===== config.mk =====
export PLATFORM = sky130hd
export DESIGN_NAME = snvc_host
export DESIGN_NICKNAME = d
export VERILOG_FILES = /design/src/verilog/snvc_pkg.sv /design/src/verilog/snvc_host.sv
export VERILOG_INCLUDE_DIRS = /design/src /design/src/verilog
export SDC_FILE = /design/constraint.sdc
export NUM_CORES = 1
export LEC_CHECK = 0
export BUFFER_PORTS_ARGS = -buffer_cell sky130_fd_sc_hd__buf_2
export CAP_MARGIN = 0
export CORE_AREA = 5 5 119 121
export DETAILED_ROUTE_END_ITERATION = 16
export DIE_AREA = 0 0 124 126
export SYNTH_ARGS = -nofsm -noshare
export SYNTH_HDL_FRONTEND = slang
export SYNTH_SLANG_ARGS = --single-unit

===== constraint.sdc =====
create_clock -name i_clk_sys -period 2.85 [get_ports i_clk_sys]
set_input_delay 0.285 -clock i_clk_sys [delete_from_list [all_inputs] [get_ports i_clk_sys]]
set_output_delay 0.285 -clock i_clk_sys [all_outputs]
set_load 0.005 [all_outputs]

===== src/verilog/snvc_consts.svh =====
// Purpose: Constants for the shadowed nonvolatile RAM host controller
// Assumes: 200 MHz system clock, 5 ns period
// Notes:   Timing counts are derived from printed times
`ifndef SNVC_CONSTS_SVH
`define SNVC_CONSTS_SVH

`define SNVC_CLK_PERIOD_PS   32'd5000
`define SNVC_RECALL_NS       32'd5000
`define SNVC_STORE_MS        32'd5
`define SNVC_RECALL_CYC      ((`SNVC_RECALL_NS * 32'd1000) / `SNVC_CLK_PERIOD_PS)
`define SNVC_STORE_CYC       ((`SNVC_STORE_MS * 32'd1000000) / (`SNVC_CLK_PERIOD_PS / 32'd1000))
`define SNVC_STROBE_CYC      8'h04
`define SNVC_CMD_ADDR_A      9'h155
`define SNVC_CMD_ADDR_B      9'h0AA
`define SNVC_CMD_DATA_1      8'hAA
`define SNVC_CMD_DATA_2      8'h55
`define SNVC_CMD_STORE       8'h33
`define SNVC_CMD_SAVE_ON     8'hCC
`define SNVC_CMD_SAVE_OFF    8'hCD

`endif


===== src/verilog/snvc_pkg.sv =====
// Purpose: Types for the shadowed nonvolatile RAM host controller
// Assumes: Nothing beyond the constants header
// Notes:   Request and pin groups travel as packed structs
package snvc_pkg;

    typedef enum logic [2:0] {
        OP_READ     = 3'b000,
        OP_WRITE    = 3'b001,
        OP_RECALL   = 3'b010,
        OP_STORE    = 3'b011,
        OP_SAVE_ON  = 3'b100,
        OP_SAVE_OFF = 3'b101
    } snvc_op_t;

    typedef struct packed {
        snvc_op_t   op;
        logic [8:0] addr;
        logic [7:0] data;
    } snvc_req_t;

    typedef struct packed {
        logic       dev_sel_n;
        logic       out_drv_n;
        logic       wr_strobe_n;
        logic       nonvolatile_select_n;
        logic [8:0] addr_in;
    } snvc_pins_t;

endpackage

===== src/verilog/snvc_host.sv =====
// Purpose: Host controller driving a shadowed nonvolatile RAM through its pins
// Assumes: Device strobes are active low; one request at a time
// Notes:   Power-fail flag input passes three flip-flops before use; read data is sampled directly
`timescale 1ns/10ps
`default_nettype none
`include "snvc_consts.svh"

// Operation
// Present nine address bits choosing one of 512 bytes each access
// Hold device-select low for every RAM read or write access
// Device floats data when deselected, output-drive high, or nonvolatile-select low
// Output-drive held low inhibits any store into the nonvolatile array
// Read: device-select and output-drive low, write-strobe and nonvolatile-select high
// Write: device-select and write-strobe low, nonvolatile-select high
// Recall at power-up, or with nonvolatile-select, output-drive, device-select low
// Recall completes within 5 microseconds
// A store copies the whole RAM into the nonvolatile array
// Each store completes within 5 milliseconds
// Command steps are pseudo-writes with nonvolatile-select, device-select, write-strobe low
// Store command: 155h/AAh, 0AAh/55h, 155h/33h
// Store starts at once after the third step
// Supply-loss save enabled by third step 155h/CCh
// Enabled save stores RAM when supply drops below save threshold
// Supply-loss save disabled by third step 155h/CDh
// Supply dip below reset threshold clears save enable
// Supply-loss save is off after power-up
// Stores ignored until one RAM write since power-up
// Power-fail flag pulled low while supply below save threshold
// Broken command order discards partial sequence
module snvc_host
    import snvc_pkg::*;
(
    // Clock and reset
    input  wire logic       i_clk_sys,
    input  wire logic       i_rst,
    // User request
    input  wire logic       i_req_valid,
    input  wire snvc_req_t  i_req,
    output logic            o_req_ready,
    output logic            o_rsp_valid,
    output logic [7:0]      o_rsp_data,
    output logic            o_wrote_since_pwr,
    output logic            o_save_enabled,
    output logic            o_power_fail,
    // Device pins
    output snvc_pins_t      o_pins,
    input  wire logic [7:0] i_data_io,
    output logic [7:0]      o_data_io,
    output logic            o_data_io_oe_n,
    input  wire logic       i_power_fail_flag_n
);

    typedef enum logic [2:0] {
        ST_IDLE   = 3'b000,
        ST_STROBE = 3'b001,
        ST_GAP    = 3'b010,
        ST_WAIT   = 3'b011,
        ST_DONE   = 3'b100
    } snvc_state_t;

    localparam logic [31:0] RECALL_CYC = `SNVC_RECALL_CYC;
    localparam logic [31:0] STORE_CYC  = `SNVC_STORE_CYC;

    // ----------------------------------------------------------------
    // Registers
    // ----------------------------------------------------------------
    snvc_state_t state_ff;
    snvc_state_t nxt_state;
    snvc_req_t   req_ff;
    snvc_pins_t  pins_ff;
    snvc_pins_t  nxt_pins;
    logic [1:0]  step_ff;
    logic [1:0]  nxt_step;
    logic [31:0] cnt_ff;
    logic [31:0] nxt_cnt;
    logic [7:0]  dout_ff;
    logic [7:0]  nxt_dout;
    logic        drive_ff;
    logic        nxt_drive;
    logic [7:0]  rdata_ff;
    logic        rsp_ff;
    logic        wrote_ff;
    logic        save_en_ff;
    logic [2:0]  pf_sync_ff;
    logic        pf_low_ff;

    // ----------------------------------------------------------------
    // Decode
    // ----------------------------------------------------------------
    wire         is_cmd      = (req_ff.op == OP_STORE) || (req_ff.op == OP_SAVE_ON)
                               || (req_ff.op == OP_SAVE_OFF);
    wire [7:0]   final_data  = (req_ff.op == OP_SAVE_ON)  ? `SNVC_CMD_SAVE_ON :
                               (req_ff.op == OP_SAVE_OFF) ? `SNVC_CMD_SAVE_OFF : `SNVC_CMD_STORE;
    wire [1:0]   next_step   = step_ff + 2'd1;
    wire [8:0]   step_addr   = (next_step == 2'd1) ? `SNVC_CMD_ADDR_B : `SNVC_CMD_ADDR_A;
    wire [7:0]   step_data   = (next_step == 2'd1) ? `SNVC_CMD_DATA_2 : final_data;
    wire         strobe_end  = (cnt_ff == 32'd0);
    wire         take        = (state_ff == ST_IDLE) && i_req_valid;
    wire         pf_agree    = (pf_sync_ff[1] == pf_sync_ff[2]);
    wire         store_ok    = wrote_ff && (req_ff.op == OP_STORE);
    wire         pins_idle_n = 1'b1;

    assign o_req_ready       = (state_ff == ST_IDLE);
    assign o_rsp_valid       = rsp_ff;
    assign o_rsp_data        = rdata_ff;
    assign o_pins            = pins_ff;
    assign o_data_io         = dout_ff;
    assign o_data_io_oe_n    = ~drive_ff;
    assign o_wrote_since_pwr = wrote_ff;
    assign o_save_enabled    = save_en_ff;
    assign o_power_fail      = pf_low_ff;

    // ----------------------------------------------------------------
    // Next state
    // ----------------------------------------------------------------
    always_comb
    begin
        nxt_state = state_ff;
        nxt_pins  = pins_ff;
        nxt_step  = step_ff;
        nxt_cnt   = (cnt_ff == 32'd0) ? 32'd0 : cnt_ff - 32'd1;
        nxt_dout  = dout_ff;
        nxt_drive = drive_ff;
        case (state_ff)
            ST_IDLE:
            begin
                nxt_pins = '{pins_idle_n, pins_idle_n, pins_idle_n, pins_idle_n, 9'h000};
                if (i_req_valid)
                begin
                    nxt_state = ST_STROBE;
                    nxt_cnt   = {24'h000000, `SNVC_STROBE_CYC};
                    nxt_step  = 2'd0;
                    nxt_pins.addr_in   = i_req.addr;
                    nxt_pins.dev_sel_n = 1'b0;
                    case (i_req.op)
                        OP_READ:   nxt_pins.out_drv_n = 1'b0;
                        OP_WRITE:
                        begin
                            nxt_pins.wr_strobe_n = 1'b0;
                            nxt_dout  = i_req.data;
                            nxt_drive = 1'b1;
                        end
                        OP_RECALL:
                        begin
                            nxt_pins.out_drv_n            = 1'b0;
                            nxt_pins.nonvolatile_select_n = 1'b0;
                        end
                        default:
                        begin
                            nxt_pins.addr_in              = `SNVC_CMD_ADDR_A;
                            nxt_pins.wr_strobe_n          = 1'b0;
                            nxt_pins.nonvolatile_select_n = 1'b0;
                            nxt_dout  = `SNVC_CMD_DATA_1;
                            nxt_drive = 1'b1;
                        end
                    endcase
                end
            end
            ST_STROBE:
            begin
                if (strobe_end)
                begin
                    nxt_pins  = '{1'b1, 1'b1, 1'b1, 1'b1, pins_ff.addr_in};
                    nxt_drive = 1'b0;
                    nxt_state = ST_GAP;
                    nxt_cnt   = {24'h000000, `SNVC_STROBE_CYC};
                end
            end
            ST_GAP:
            begin
                if (strobe_end)
                begin
                    if (is_cmd && (step_ff != 2'd2))
                    begin
                        nxt_step  = next_step;
                        nxt_state = ST_STROBE;
                        nxt_cnt   = {24'h000000, `SNVC_STROBE_CYC};
                        nxt_pins.addr_in              = step_addr;
                        nxt_pins.dev_sel_n            = 1'b0;
                        nxt_pins.wr_strobe_n          = 1'b0;
                        nxt_pins.nonvolatile_select_n = 1'b0;
                        nxt_dout  = step_data;
                        nxt_drive = 1'b1;
                    end
                    else if (req_ff.op == OP_RECALL)
                    begin
                        nxt_state = ST_WAIT;
                        nxt_cnt   = RECALL_CYC;
                    end
                    else if (store_ok)
                    begin
                        nxt_state = ST_WAIT;
                        nxt_cnt   = STORE_CYC;
                    end
                    else
                    begin
                        nxt_state = ST_DONE;
                    end
                end
            end
            ST_WAIT:
            begin
                if (strobe_end)
                begin
                    nxt_state = ST_DONE;
                end
            end
            ST_DONE:
            begin
                nxt_state = ST_IDLE;
            end
            default:
            begin
                nxt_state = ST_IDLE;
            end
        endcase
    end

    // ----------------------------------------------------------------
    // Sequential
    // ----------------------------------------------------------------
    always_ff @(posedge i_clk_sys or posedge i_rst)
    begin
        if (i_rst)
        begin
            state_ff <= ST_IDLE;
            pins_ff  <= '{1'b1, 1'b1, 1'b1, 1'b1, 9'h000};
            step_ff  <= 2'd0;
            cnt_ff   <= 32'd0;
            dout_ff  <= 8'h00;
            drive_ff <= 1'b0;
            req_ff   <= '{OP_READ, 9'h000, 8'h00};
        end
        else
        begin
            state_ff <= nxt_state;
            pins_ff  <= nxt_pins;
            step_ff  <= nxt_step;
            cnt_ff   <= nxt_cnt;
            dout_ff  <= nxt_dout;
            drive_ff <= nxt_drive;
            if (take)
            begin
                req_ff <= i_req;
            end
        end
    end

    always_ff @(posedge i_clk_sys or posedge i_rst)
    begin
        if (i_rst)
        begin
            rdata_ff   <= 8'h00;
            rsp_ff     <= 1'b0;
            wrote_ff   <= 1'b0;
            save_en_ff <= 1'b0;
            pf_sync_ff <= 3'b111;
            pf_low_ff  <= 1'b0;
        end
        else
        begin
            rsp_ff     <= (state_ff == ST_DONE);
            pf_sync_ff <= {pf_sync_ff[1:0], i_power_fail_flag_n};
            if (pf_agree)
            begin
                pf_low_ff <= ~pf_sync_ff[2];
            end
            if ((state_ff == ST_STROBE) && strobe_end && (req_ff.op == OP_READ))
            begin
                rdata_ff <= i_data_io;
            end
            if ((state_ff == ST_STROBE) && (req_ff.op == OP_WRITE))
            begin
                wrote_ff <= 1'b1;
            end
            if ((state_ff == ST_GAP) && strobe_end && (step_ff == 2'd2) && wrote_ff)
            begin
                if (req_ff.op == OP_SAVE_ON)
                begin
                    save_en_ff <= 1'b1;
                end
                else if (req_ff.op == OP_SAVE_OFF)
                begin
                    save_en_ff <= 1'b0;
                end
            end
            if (pf_low_ff && pf_agree && pf_sync_ff[2])
            begin
                save_en_ff <= 1'b0;
            end
        end
    end

endmodule
`default_nettype wire


Yosys cells after proc, flatten, opt, wreduce, memory -nomap -nowiden
Index checks and enable logic that the tools add are counted.

Add/sub/neg operators: 2. Equality and inequality tests: 21. Muxes and demuxes: 52. Bitwise logic cells: 3. Reduce and logical (&&, ||, !) cells: 33.

Operators by type and width (number): two-way mux 32 bit (7); case mux 32 bit (3 select lines) (1); two-way mux 8 bit (6); case mux 11 bit (3 select lines) (1); zero test 32 bit (1); case mux 8 bit (2 select lines) (2); subtractor 32 x 1 -> 32 bit (second input constant) (1); two-way mux 13 bit (2); two-way mux 11 bit (2); two-way mux 3 bit (7); two-way mux 9 bit (2); AND reduction 4 bit (4); equality test 3 x 2 -> 1 bit (second input constant) (5); two-way mux 1 bit (14); inequality test 2 bit (second input constant) (7); case mux 3 bit (4 select lines) (1); logical AND 1 bit (11); equality test 3 x 1 -> 1 bit (second input constant) (3); equality test 3 bit (second input constant) (3); zero test 3 bit (3); two-way mux 2 bit (3); case mux 1 bit (3 select lines) (2); AND reduction 6 bit (1); nonzero test 2 bit (3); 13 further kinds (19).

Register bits: 77. Input bits: 32. Output and inout port bits: 35.

Logic depth before layout (Yosys ltp)
Gate-level depths: netlist of the first run.

Depth after elaboration: 7. Depth in mapped cells: 10. Gate-level depth less buffers: 7.

Least setup slack after synthesis of the first run
OpenSTA, ideal clock, no wires.

Path type: reg2reg. Start: reg cnt_ff[18]. End: reg pins_ff (netlist bit o_pins[0]). Arrival time: 2.391 ns. Required time: 2.725 ns. Path slack: 0.335 ns. Cell stages (with the launch flop): 8. Path through: dfrtp_1 > or4_4 > nand4b_4 > or3_1 > buf_6 > a2bb2oi_2 > buf_4 > mux2_2.

Cells in the longest elaborated chain, start to end: 3.

Ends and longest elaborated chain: start: declaration (RTL line snvc_host.sv:74) `logic [31:0] cnt_ff;`; start signal: assignment (RTL line snvc_host.sv:239) `cnt_ff <= nxt_cnt;`; zero test 32 bit (RTL line snvc_host.sv:97) `wire strobe_end = (cnt_ff == 32'd0);`; inequality test 2 bit (no source line); AND reduction 4 bit (no source line); end signal: assignment (RTL line snvc_host.sv:227) `pins_ff <= '{1'b1, 1'b1, 1'b1, 1'b1, 9'h000};`; end signal: assignment (RTL line snvc_host.sv:237) `pins_ff <= nxt_pins;`; end: declaration (RTL line snvc_host.sv:70) `snvc_pins_t pins_ff;`.

Every way passes these cells. A chain may end at the register's enable or synchronous reset.

Final worst setup path of the first run
Start: reg cnt_ff[18]. End: reg rdata_ff[0] (netlist: o_rsp_data[0]).

Cells in the longest elaborated chain, start to end: 3.

Ends and longest elaborated chain: zero test 32 bit (RTL line snvc_host.sv:97); logical AND 1 bit (2 in series) (RTL line snvc_host.sv:268) `if ((state_ff == ST_STROBE) && strobe_end && (req_ff.op == OP_READ))`; end signal: assignment (RTL line snvc_host.sv:270) `rdata_ff <= i_data_io;`; end: declaration (RTL line snvc_host.sv:80) `logic [7:0] rdata_ff;`.

Every way passes these cells.

==> out/metrics.cfg, run 1 <==
[logic_synthesis]
synth_xor_xnor_area_share_pct=6.87
syn_area_per_cell_sq_um=10.3
yosys_warnings=0
ys_seq_elements=77
synth_top_family_by_area=simple AND/OR/NAND/NOR gates
synth_area_leader_cell=dfrtp_1
synth-simple-area-share_pct=19.9
synthArstFlopShare_pct=100
syn_inst=371
synth_area_sq_um=3830
synth_flop_cell=dfrtp_1
synth_compound_area_share_pct=11.0
synth_top_area_share_pct=45.8
synth_area_leaders=dfrtp_1 46%, mux2_2 7.4%, xnor2_1 6.2%
muxShareOfSynthArea_pct=7.36
synth.distinct_cells=51
synth_edf_count=0
synth_adder_area_share_pct=1.31
synth_seq_area_share_pct=50.6
syn_nets=407

[route]
wl_per_cell_microns=14.5
drc_errors=0
vias_per_cell=4.79
num_vias=2986
dr.first_iter.drc_count=164
ant_nets=0
firstDrtPassIters=5
drt_wl_total_microns=9060

[global_route]
met3_usage_pct=4.39
grt_pass1_vias=3061
met1_usage_pct=16.3
grt_usage_pct=12.2
grt_first_pass_wirelength_microns=15300
antenna_found_initial=0
groute.layer.met2.usage_pct=18.8
overflow=0
grt_max_degree=41
top_usage_layer=met2

[power_and_ir_drop]
p_clk_share_pct=47.2
fin_total_pwr_mw=2.46
peakVddDrop_uv=424
power.switching_mw=0.555
p_seq_share_pct=48.3
combPwrFrac_pct=4.5
p_leak_nw=2.20
p_sw_share_pct=22.5
intPower_mw=1.91
p_per_area_nw_per_um2=521

[floorplanning]
fp.dieH_microns=126
fp.dieW_microns=124
core-area_sq_um=13000
ios=67
initial_utilization_pct=29.5
std_cell_rows=42
die-area_sq_um=15600

[layout]
fillers=1322
final_cell_area_sq_um=4730
layout-drive-gt1-share_pct=30.6
nets=478
postLayoutCoreUtil_pct=36.5
register_area_sq_um=1940
syn2layout_area_growth_pct=23.7
multi_input_area_sq_um=1780
antenna_cells=0

[sta]
fin_crit_sh_pct=95.2
skew_ns=0.00862
finalCriticalPeriod_ns=2.71
fmax_mhz=369
rsz0062_at_grt=false
tns_ns=0
finalHoldViolations=0
setup_violations=0
slew_headroom_pct=44.7
maxSlewViolCount=0
tightest_slew_ns=0.828

[worst_setup_path]
path_buf_inv=0
path_delay_family=simple AND/OR/NAND/NOR gates
critPathMaxFanout=9
critPathMaxStageDelay_ns=0.57
worst-path-stages=5
cp-end-kind=flip-flop
crit_chain=or4_4 -> nand4b_4 -> or3_1 -> nor3_4 -> mux2_2
start_kind=flip-flop
cp.arrival_ns=2.92
worstSetupPathType=reg2reg
crit_required_ns=3.06
crit_slowest_cell=or4_4
worstRegToRegCells=5

[clocking]
ctsResizeCount=0
clkTransAtPathRegs_ns=0.06
cts_tree=built
postCtsHoldBufs=0
ctsLongestPathBuffers=2
cts_setup_buffers=0
htreeDepth=3
root_buffer=clkbuf_16
cts-buffers-inserted=9
numClockSinks=77
insertion_delay_ns=0.33

[placement]
globalplace.congestion=0.793
port-buffer-count=66
place_area_sq_um=4420
hpwl_microns=6530

[run]
drv_cap=0

[hold_path]
hold_path_depth=1
hp-class=in2reg

[status]
outcome=finished, final reports clean

-- power by group through the flow --
| stage | sequential (mW) | combinational (mW) | clock, mW |
|---|---|---|---|
| floorplan | 1.18 | 0.0814 | 0 |
| global placement | 1.20 | 0.110 | 0 |
| detailed placement | 1.21 | 0.112 | 0 |
| CTS | 1.19 | 0.113 | 1.20 |
| global route | 1.20 | 0.129 | 1.25 |
| finish | 1.19 | 0.111 | 1.16 |
-- registers in the layout, summed over array words and instances, names as in the netlist, 2 cells and up --
register    count
cnt_ff         32
o_data_io       8
o_pins         13
o_rsp_data      8
pf_sync_ff      3
req_ff          3
state_ff        3
step_ff         2
-- cells in the final DEF (no fill, tap or decap), drive strengths merged, types with 4 or more instances in the layout --
master,instances
nor4,13
nor2,45
inv,10
dfstp,7
xnor2,27
mux2,25
nor3,18
dfrtp,70
or4,7
or3,9
o31a,5
a21oi,12
o21ai,29
clkbuf,11
ha,4
a21o,4
nand2,20
buf,78
a22o,4
nand3,6
-- synthesized netlist by cell type (2+ instances only) --
cell type	number
ha_1	4
dfrtp_1	70
nand3_1	6
o21bai_1	3
a21o_1	4
nand2b_1	3
nor3_1	17
nor2_1	45
a21oi_1	11
o31a_1	5
nand4_1	3
or4_1	5
xnor2_1	27
nand2_1	20
or2_2	2
clkbuf_1	15
dfstp_2	7
or3_1	9
o21ai_0	29
or4_4	2
nor2b_1	3
mux2_2	25
nor4b_1	2
xor2_1	3
inv_1	9
nor4_1	12
a22o_1	4
nor3b_1	3
-- stage by stage --
step | cells | worst slack (ns) | hold slack, ns
after floorplan | 371 | 0.335 | 0.289
after global placement | 607 | 0.156 | 0.348
after detailed placement | 607 | 0.0843 | 0.350
after CTS | 623 | 0.0710 | 0.0455
after global routing | 623 | 0.0128 | 0.0401
final | 623 | 0.138 | 0.0570
-- final cells by class --
| type | count | area share (%) |
|---|---|---|
| Tap cell | 176 | 4.65 |
| Inverter | 9 | 0.714 |
| Clock inverter | 5 | 1.19 |
| Multi-Input combinational cell | 267 | 37.5 |
| Clock buffer | 11 | 5.34 |
| Timing Repair Buffer | 78 | 9.67 |
| Sequential cell | 77 | 40.9 |
-- kinds of logic (layout without fill, tap and decap cells) --
family | Yosys count | in the layout
buffers and inverters | 27 | 103
XOR/XNOR | 30 | 30
AND/OR/NAND/NOR | 142 | 142
flip-flops | 77 | 77
adder cells (fa/ha/maj) | 4 | 4
AO/OA/AOI/OAI | 66 | 66
multiplexers | 25 | 25
-- layer usage --
| layer | vias to the layer above | share of wire (%) | routed length, microns |
|---|---|---|---|
| li1 | 1464 | - | - |
| met1 | 1453 | 46 | 4170 |
| met2 | 63 | 49 | 4410 |
| met3 | 6 | 4.6 | 413 |
| met4 | 0 | 0.75 | 68 |
| met5 | - | 0 | 0 |
-- worst paths after layout --
path / from / end / slack (ns)
setup reg to reg: cnt_ff[18] / o_rsp_data[0] / 0.14
hold / removal: i_power_fail_flag_n / pf_sync_ff[0] / 0.06
min in group asynchronous: i_rst / o_rsp_data[6] / 0.12
setup / recovery: cnt_ff[18] / o_rsp_data[0] / 0.14
max in group asynchronous: i_rst / o_pins[11] / 2.00
hold reg to reg: pf_sync_ff[0] / pf_sync_ff[1] / 0.36
(Power assumes the default switching activity.)
==> inputs of run 2 (changes only) <==
CTS_BUF_LIST = sky130_fd_sc_hd__clkbuf_4   (was unset)
==> run 2 against run 1 <==
Core utilization fell by 1.3 points; flip-flop and latch count did not move; global-route usage fell by 0.17 points; hold slack got worse by 0.050 ns; final area fell by 3.5%; via count rose by 0.90%; critical path depth did not move; sequential power barely moved; register-to-register slack barely moved; count of clock-buffer cells in the layout fell by 2; critical path type unchanged; largest cell class unchanged.
==> out/metrics.cfg, run 2 (synthesis results as in run 1) <==
[layout]
fin_cells=625
syn2layout_area_growth_pct=19.4
largest_register_ffs=32
nets=479
register_area_sq_um=1940
layout-drive-gt1-share_pct=30.1
final_common_cell=dfrtp_1
final_cell_mix=70 x dfrtp_1, 66 x buf_2, 45 x nor2_1
fillers=1340
top_register=cnt_ff
multi_input_area_sq_um=1780

[power_and_ir_drop]
peakVddDrop_uv=222
p_leak_nw=2.12
p_per_area_nw_per_um2=426
fin_total_pwr_mw=1.95

[global_route]
grt_pass1_vias=3038
grt_usage_pct=12.1
overflow=0
antenna_found_initial=1
grt_max_degree=41
grt_first_pass_wirelength_microns=15100

[sta]
skew_ns=0.0172
fmax_mhz=369
rsz0062_at_grt=false
finalCriticalPeriod_ns=2.71
slew_headroom_pct=44.6
tightest_slew_ns=0.830
setup_violations=0
tns_ns=0
finalHoldViolations=0
maxSlewViolCount=0
fin_crit_sh_pct=95.2

[worst_setup_path]
path_delay_family=simple AND/OR/NAND/NOR gates
crit_chain=or4_4 -> nand4b_4 -> or3_1 -> nor3_4 -> mux2_2
reg2reg_from=cnt_ff[18]
critPathMaxFanout=9
critPathMaxStageDelay_ns=0.57
worst-path-stages=5
cp-end-kind=flip-flop
reg2reg_to=o_rsp_data[0]
start_kind=flip-flop
worstRegToRegCells=5
crit_start=cnt_ff[18]
crit_slowest_cell=or4_4
worstSetupPathType=reg2reg
crit_required_ns=3.16
ff2ff_setup_slack_ns=0.14
cp.arrival_ns=3.02
path_buf_inv=0
crit_end=o_rsp_data[0]

[clocking]
clkTransAtPathRegs_ns=0.12
cts-buffers-inserted=9
root_buffer=clkbuf_4
cts_setup_buffers=0
insertion_delay_ns=0.43
numClockSinks=77
cts_tree=built
ctsResizeCount=0
ctsLongestPathBuffers=2
htreeDepth=3

[route]
firstDrtPassIters=6
drt_wl_total_microns=8910
drc_errors=0
dr.first_iter.drc_count=128
vias_per_cell=4.82
wl_per_cell_microns=14.3
ant_nets=0
num_vias=3013

[floorplanning]
fp.dieW_microns=124
die-area_sq_um=15600
std_cell_rows=42
initial_utilization_pct=29.5
core-area_sq_um=13000
ios=67
fp.dieH_microns=126

[status]
outcome=finished, final reports clean

[placement]
globalplace.congestion=0.793
hpwl_microns=6530
dp_cells=607
port-buffer-count=66

[hold_path]
hp-class=in2async

[run]
drv_cap=0

run 2: changes by cell type in the layout (fill, tap and decap cells not counted):
cell	change
diode_2	+1
clkinv_1	+2
clkbuf_8	-2
clkbuf_4	+9
dlygate4sd3_1	+1
clkbuf_16	-9
run 2: power breakdown:
group	switching, mW	internal [mW]
combinational	0.0581	0.0536
clock	0.386	0.262
sequential	0.0567	1.13
run 2: what timing repair did:
| item | CTS | global route |
|---|---|---|
| hold buffers | 1 | 0 |
| endpoints found under the hold margin | 1 | 0 |
| endpoints found under the setup margin | 0 | 8 |
run 2: cell type report:
type,count,share of cell area [%]
diodes,1,0.0548
clock buffers,9,1.48
clock inverters,7,1.40
inverters,9,0.740
multi-input cells,267,38.9
flip-flops and latches,77,42.4
well taps,176,4.82
repair buffers,79,10.2
run 2: stage by stage:
step	area [sq um]	hold WS [ns]	util (%)	setup slack, ns
2_1_floorplan	3830	0.289	-	0.335
3_3_place_gp	4420	0.348	34.1	0.156
3_5_place_dp	4420	0.350	34.1	0.0843
4_1_cts	4570	0.0119	35.2	0.0609
5_1_grt	4570	0.0608	35.2	0.00834
6_report	4570	0.00736	35.2	0.137
run 2: worst min path at each step:
stage | slack (ns) | cells past startpoint | endpoint | startpoint
floorplan | 0.29 | 0 | pf_sync_ff[0] | i_power_fail_flag_n
global placement | 0.35 | 0 | pf_sync_ff[1] | pf_sync_ff[0]
detailed placement | 0.35 | 0 | pf_sync_ff[1] | pf_sync_ff[0]
CTS | 0.01 | 2 | o_rsp_data[6] | i_rst
global route | 0.06 | 2 | o_rsp_data[1] | i_data_io[1]
finish | 0.007 | 2 | o_rsp_data[6] | i_rst
run 2: layer usage:
| metal | global-route usage [%] | part of all wire (%) | wire, microns |
|---|---|---|---|
| met1 | 16.2 | 46 | 4120 |
| met2 | 18.5 | 47 | 4210 |
| met3 | 3.50 | 4.5 | 403 |
| met4 | 4.32 | 1.9 | 170 |
| met5 | 0 | 0 | 0 |
==> inputs of run 3 (changes only) <==
ABC_AREA = 1   (was unset)
CORE_AREA = 5 5 128 130   (was 5 5 119 121)
CTS_BUF_LIST = unset   (was sky130_fd_sc_hd__clkbuf_4)
DIE_AREA = 0 0 133 135   (was 0 0 124 126)
MAX_ROUTING_LAYER = met4   (was unset)
==> run 3 against run 2 <==
Maximum frequency increased by 45%; count of clock-buffer cells in the layout up 1; core utilization up 0.22 points; combinational power rose to 3.4 times the previous value; hold slack improved by 0.024 ns; first-iteration DRC count grew 34%; flip-flop and latch count stayed put; global-route usage increased by 0.48 points; clock power increased by 100%; sequential share of layout area fell by 6.0 points; total power grew 51%; critical path type unchanged; highest routed layer unchanged.
==> out/metrics.cfg, run 3 <==
[clocking]
numClockSinks=77
ctsLongestPathBuffers=2
htreeDepth=3
insertion_delay_ns=0.34
root_buffer=clkbuf_16
ctsResizeCount=0
postCtsHoldBufs=0
cts_tree=built
cts_setup_buffers=0
cts-buffers-inserted=9
clkTransAtPathRegs_ns=0.06

[logic_synthesis]
synth_edf_count=0
synth_seq_area_share_pct=43.7
synth_top_area_share_pct=39.5
syn_nets=622
synth_flop_cell=dfrtp_1
synth_area_sq_um=4430
synth_area_leaders=dfrtp_1 40%, nand2_1 13%, nor2_1 6.9%
yosys_warnings=0
syn_inst=586
synthArstFlopShare_pct=100
synth.distinct_cells=35
syn_area_per_cell_sq_um=7.56
synth_area_leader_cell=dfrtp_1
synth.most_common_cell=nand2_1
synth_commonest_cells=153 x nand2_1, 81 x nor2_1, 70 x dfrtp_1, 67 x inv_1, 44 x nand3_1
ys_seq_elements=77

[global_route]
antenna_found_initial=0
grt_pass1_vias=3735
grt_usage_pct=12.5
grt_max_degree=40
overflow=0
grt_first_pass_wirelength_microns=18000

[worst_setup_path]
crit_required_ns=3.07
worstSetupPathType=reg2reg
cp.arrival_ns=2.08
cp-end-kind=flip-flop
critPathMaxFanout=16
start_kind=flip-flop

[route]
vias_per_cell=4.51
drc_errors=0
firstDrtPassIters=4
wl_per_cell_microns=12.6
ant_nets=0
num_vias=3845
dr.first_iter.drc_count=172
drt_wl_total_microns=10800

[layout]
nets=695
layout-drive-gt1-share_pct=23.8
largest_register_ffs=32
multi_input_area_sq_um=2170
antenna_cells=0
final_cell_mix=153 x nand2_1, 81 x nor2_1, 70 x dfrtp_1
register_area_sq_um=1940
top_register=cnt_ff
final_common_cell=nand2_1
fillers=1560
syn2layout_area_growth_pct=20.2

[sta]
fin_crit_sh_pct=65.5
maxSlewViolCount=0
rsz0062_at_grt=false
fmax_mhz=535
setup_violations=0
slew_headroom_pct=53.1
finalHoldViolations=0
finalWorstSetupSlack_ns=0.982
tightest_slew_ns=0.702
tns_ns=0
finalCriticalPeriod_ns=1.87
skew_ns=0.00923

[placement]
port-buffer-count=66
dpl_worst_slack_ns=0.953
globalplace.congestion=0.926
hpwl_microns=8350

[power_and_ir_drop]
intPower_mw=2.18
power.switching_mw=0.759
combPwrFrac_pct=13.1
p_sw_share_pct=25.8
p_clk_share_pct=45.0
p_seq_share_pct=41.9
p_per_area_nw_per_um2=553
p_leak_nw=2.71
peakVddDrop_uv=354
fin_total_pwr_mw=2.94

[hold_path]
hp-class=in2async

[status]
outcome=finished, final reports clean

[floorplanning]
ios=67
core-area_sq_um=15000
std_cell_rows=45
initial_utilization_pct=29.5
die-area_sq_um=18000
fp.dieW_microns=133
fp.dieH_microns=135

[run]
drv_cap=0

## run 3: cell types whose count changed after synthesis, moves of 24 or more
| cell | delta |
|---|---|
| xnor2_1 | -24 |
| nor2_1 | +36 |
| mux2_2 | -25 |
| nand3_1 | +38 |
| nand2_1 | +133 |
| inv_1 | +58 |
## run 3: cell type report
type	instances	share of cell area, %
well taps	188	4.42
flip-flops and latches	77	36.4
inverters	74	5.24
clock buffers	10	4.49
clock inverters	6	2.07
multi-input cells	429	40.7
repair buffers	68	6.72
## run 3: cell families after synthesis
family	after synthesis	synth area share, %
and+or+nand+nor	338	35.2
buffers and inverters	80	7.40
adders and majority gates	4	1.13
AOI/OAI and AO/OA	76	10.4
DFF	77	43.7
xor gates and xnor gates	11	2.17
## run 3: worst max-delay path, cell delays in order (launching register included)
cell	delay, ns
dfrtp_1	0.37
inv_1	0.10
ha_1	0.22
nand2_1	0.08
nor2_2	0.15
nand2_4	0.08
nor2_8	0.18
nand4_4	0.30
nand2_1	0.19
o21ai_2	0.07
## run 3: per-layer routing
layer  up-vias  global-route usage, %  share of wire [%]  wire (microns)
met3         7                   2.12                3.6             385
met2        63                   20.1                 47            5100
met5         -                      -                  0               0
li1       2008                      -                  -               -
met4         0                   4.16                1.4             149
met1      1767                   16.1                 48            5120
## run 3: final timing paths
| path | from | endpoint | slack, ns | cells after the start |
|---|---|---|---|---|
| setup / recovery | cnt_ff[0] | o_rsp_data[1] | 0.98 | 9 |
| hold / removal | i_rst | o_rsp_valid | 0.03 | 2 |
| setup reg to reg | cnt_ff[0] | o_rsp_data[1] | 0.98 | 9 |
| hold reg to reg | pf_sync_ff[0] | pf_sync_ff[1] | 0.35 | 0 |
| max in group asynchronous | i_rst | pf_sync_ff[1] | 2.12 | 3 |
| min in group i_clk_sys | i_power_fail_flag_n | pf_sync_ff[0] | 0.04 | 1 |
## run 3: power by group through the flow
stage	logic (mW)	clock network [mW]	registers (mW)
floorplan	0.295	0	1.23
global placement	0.388	0	1.25
detailed placement	0.386	0	1.25
CTS	0.390	1.35	1.23
global route	0.452	1.39	1.24
finish	0.385	1.32	1.23
## run 3: stage by stage
stage / util (%) / cell area (sq um) / hold WS, ns / cells
2_1_floorplan: - / 4430 / 0.289 / 586
3_3_place_gp: 33.1 / 4970 / 0.345 / 836
3_5_place_dp: 33.1 / 4970 / 0.347 / 836
4_1_cts: 35.4 / 5320 / 0.0345 / 852
5_1_grt: 35.4 / 5320 / 0.0423 / 852
6_report: 35.4 / 5320 / 0.0310 / 852
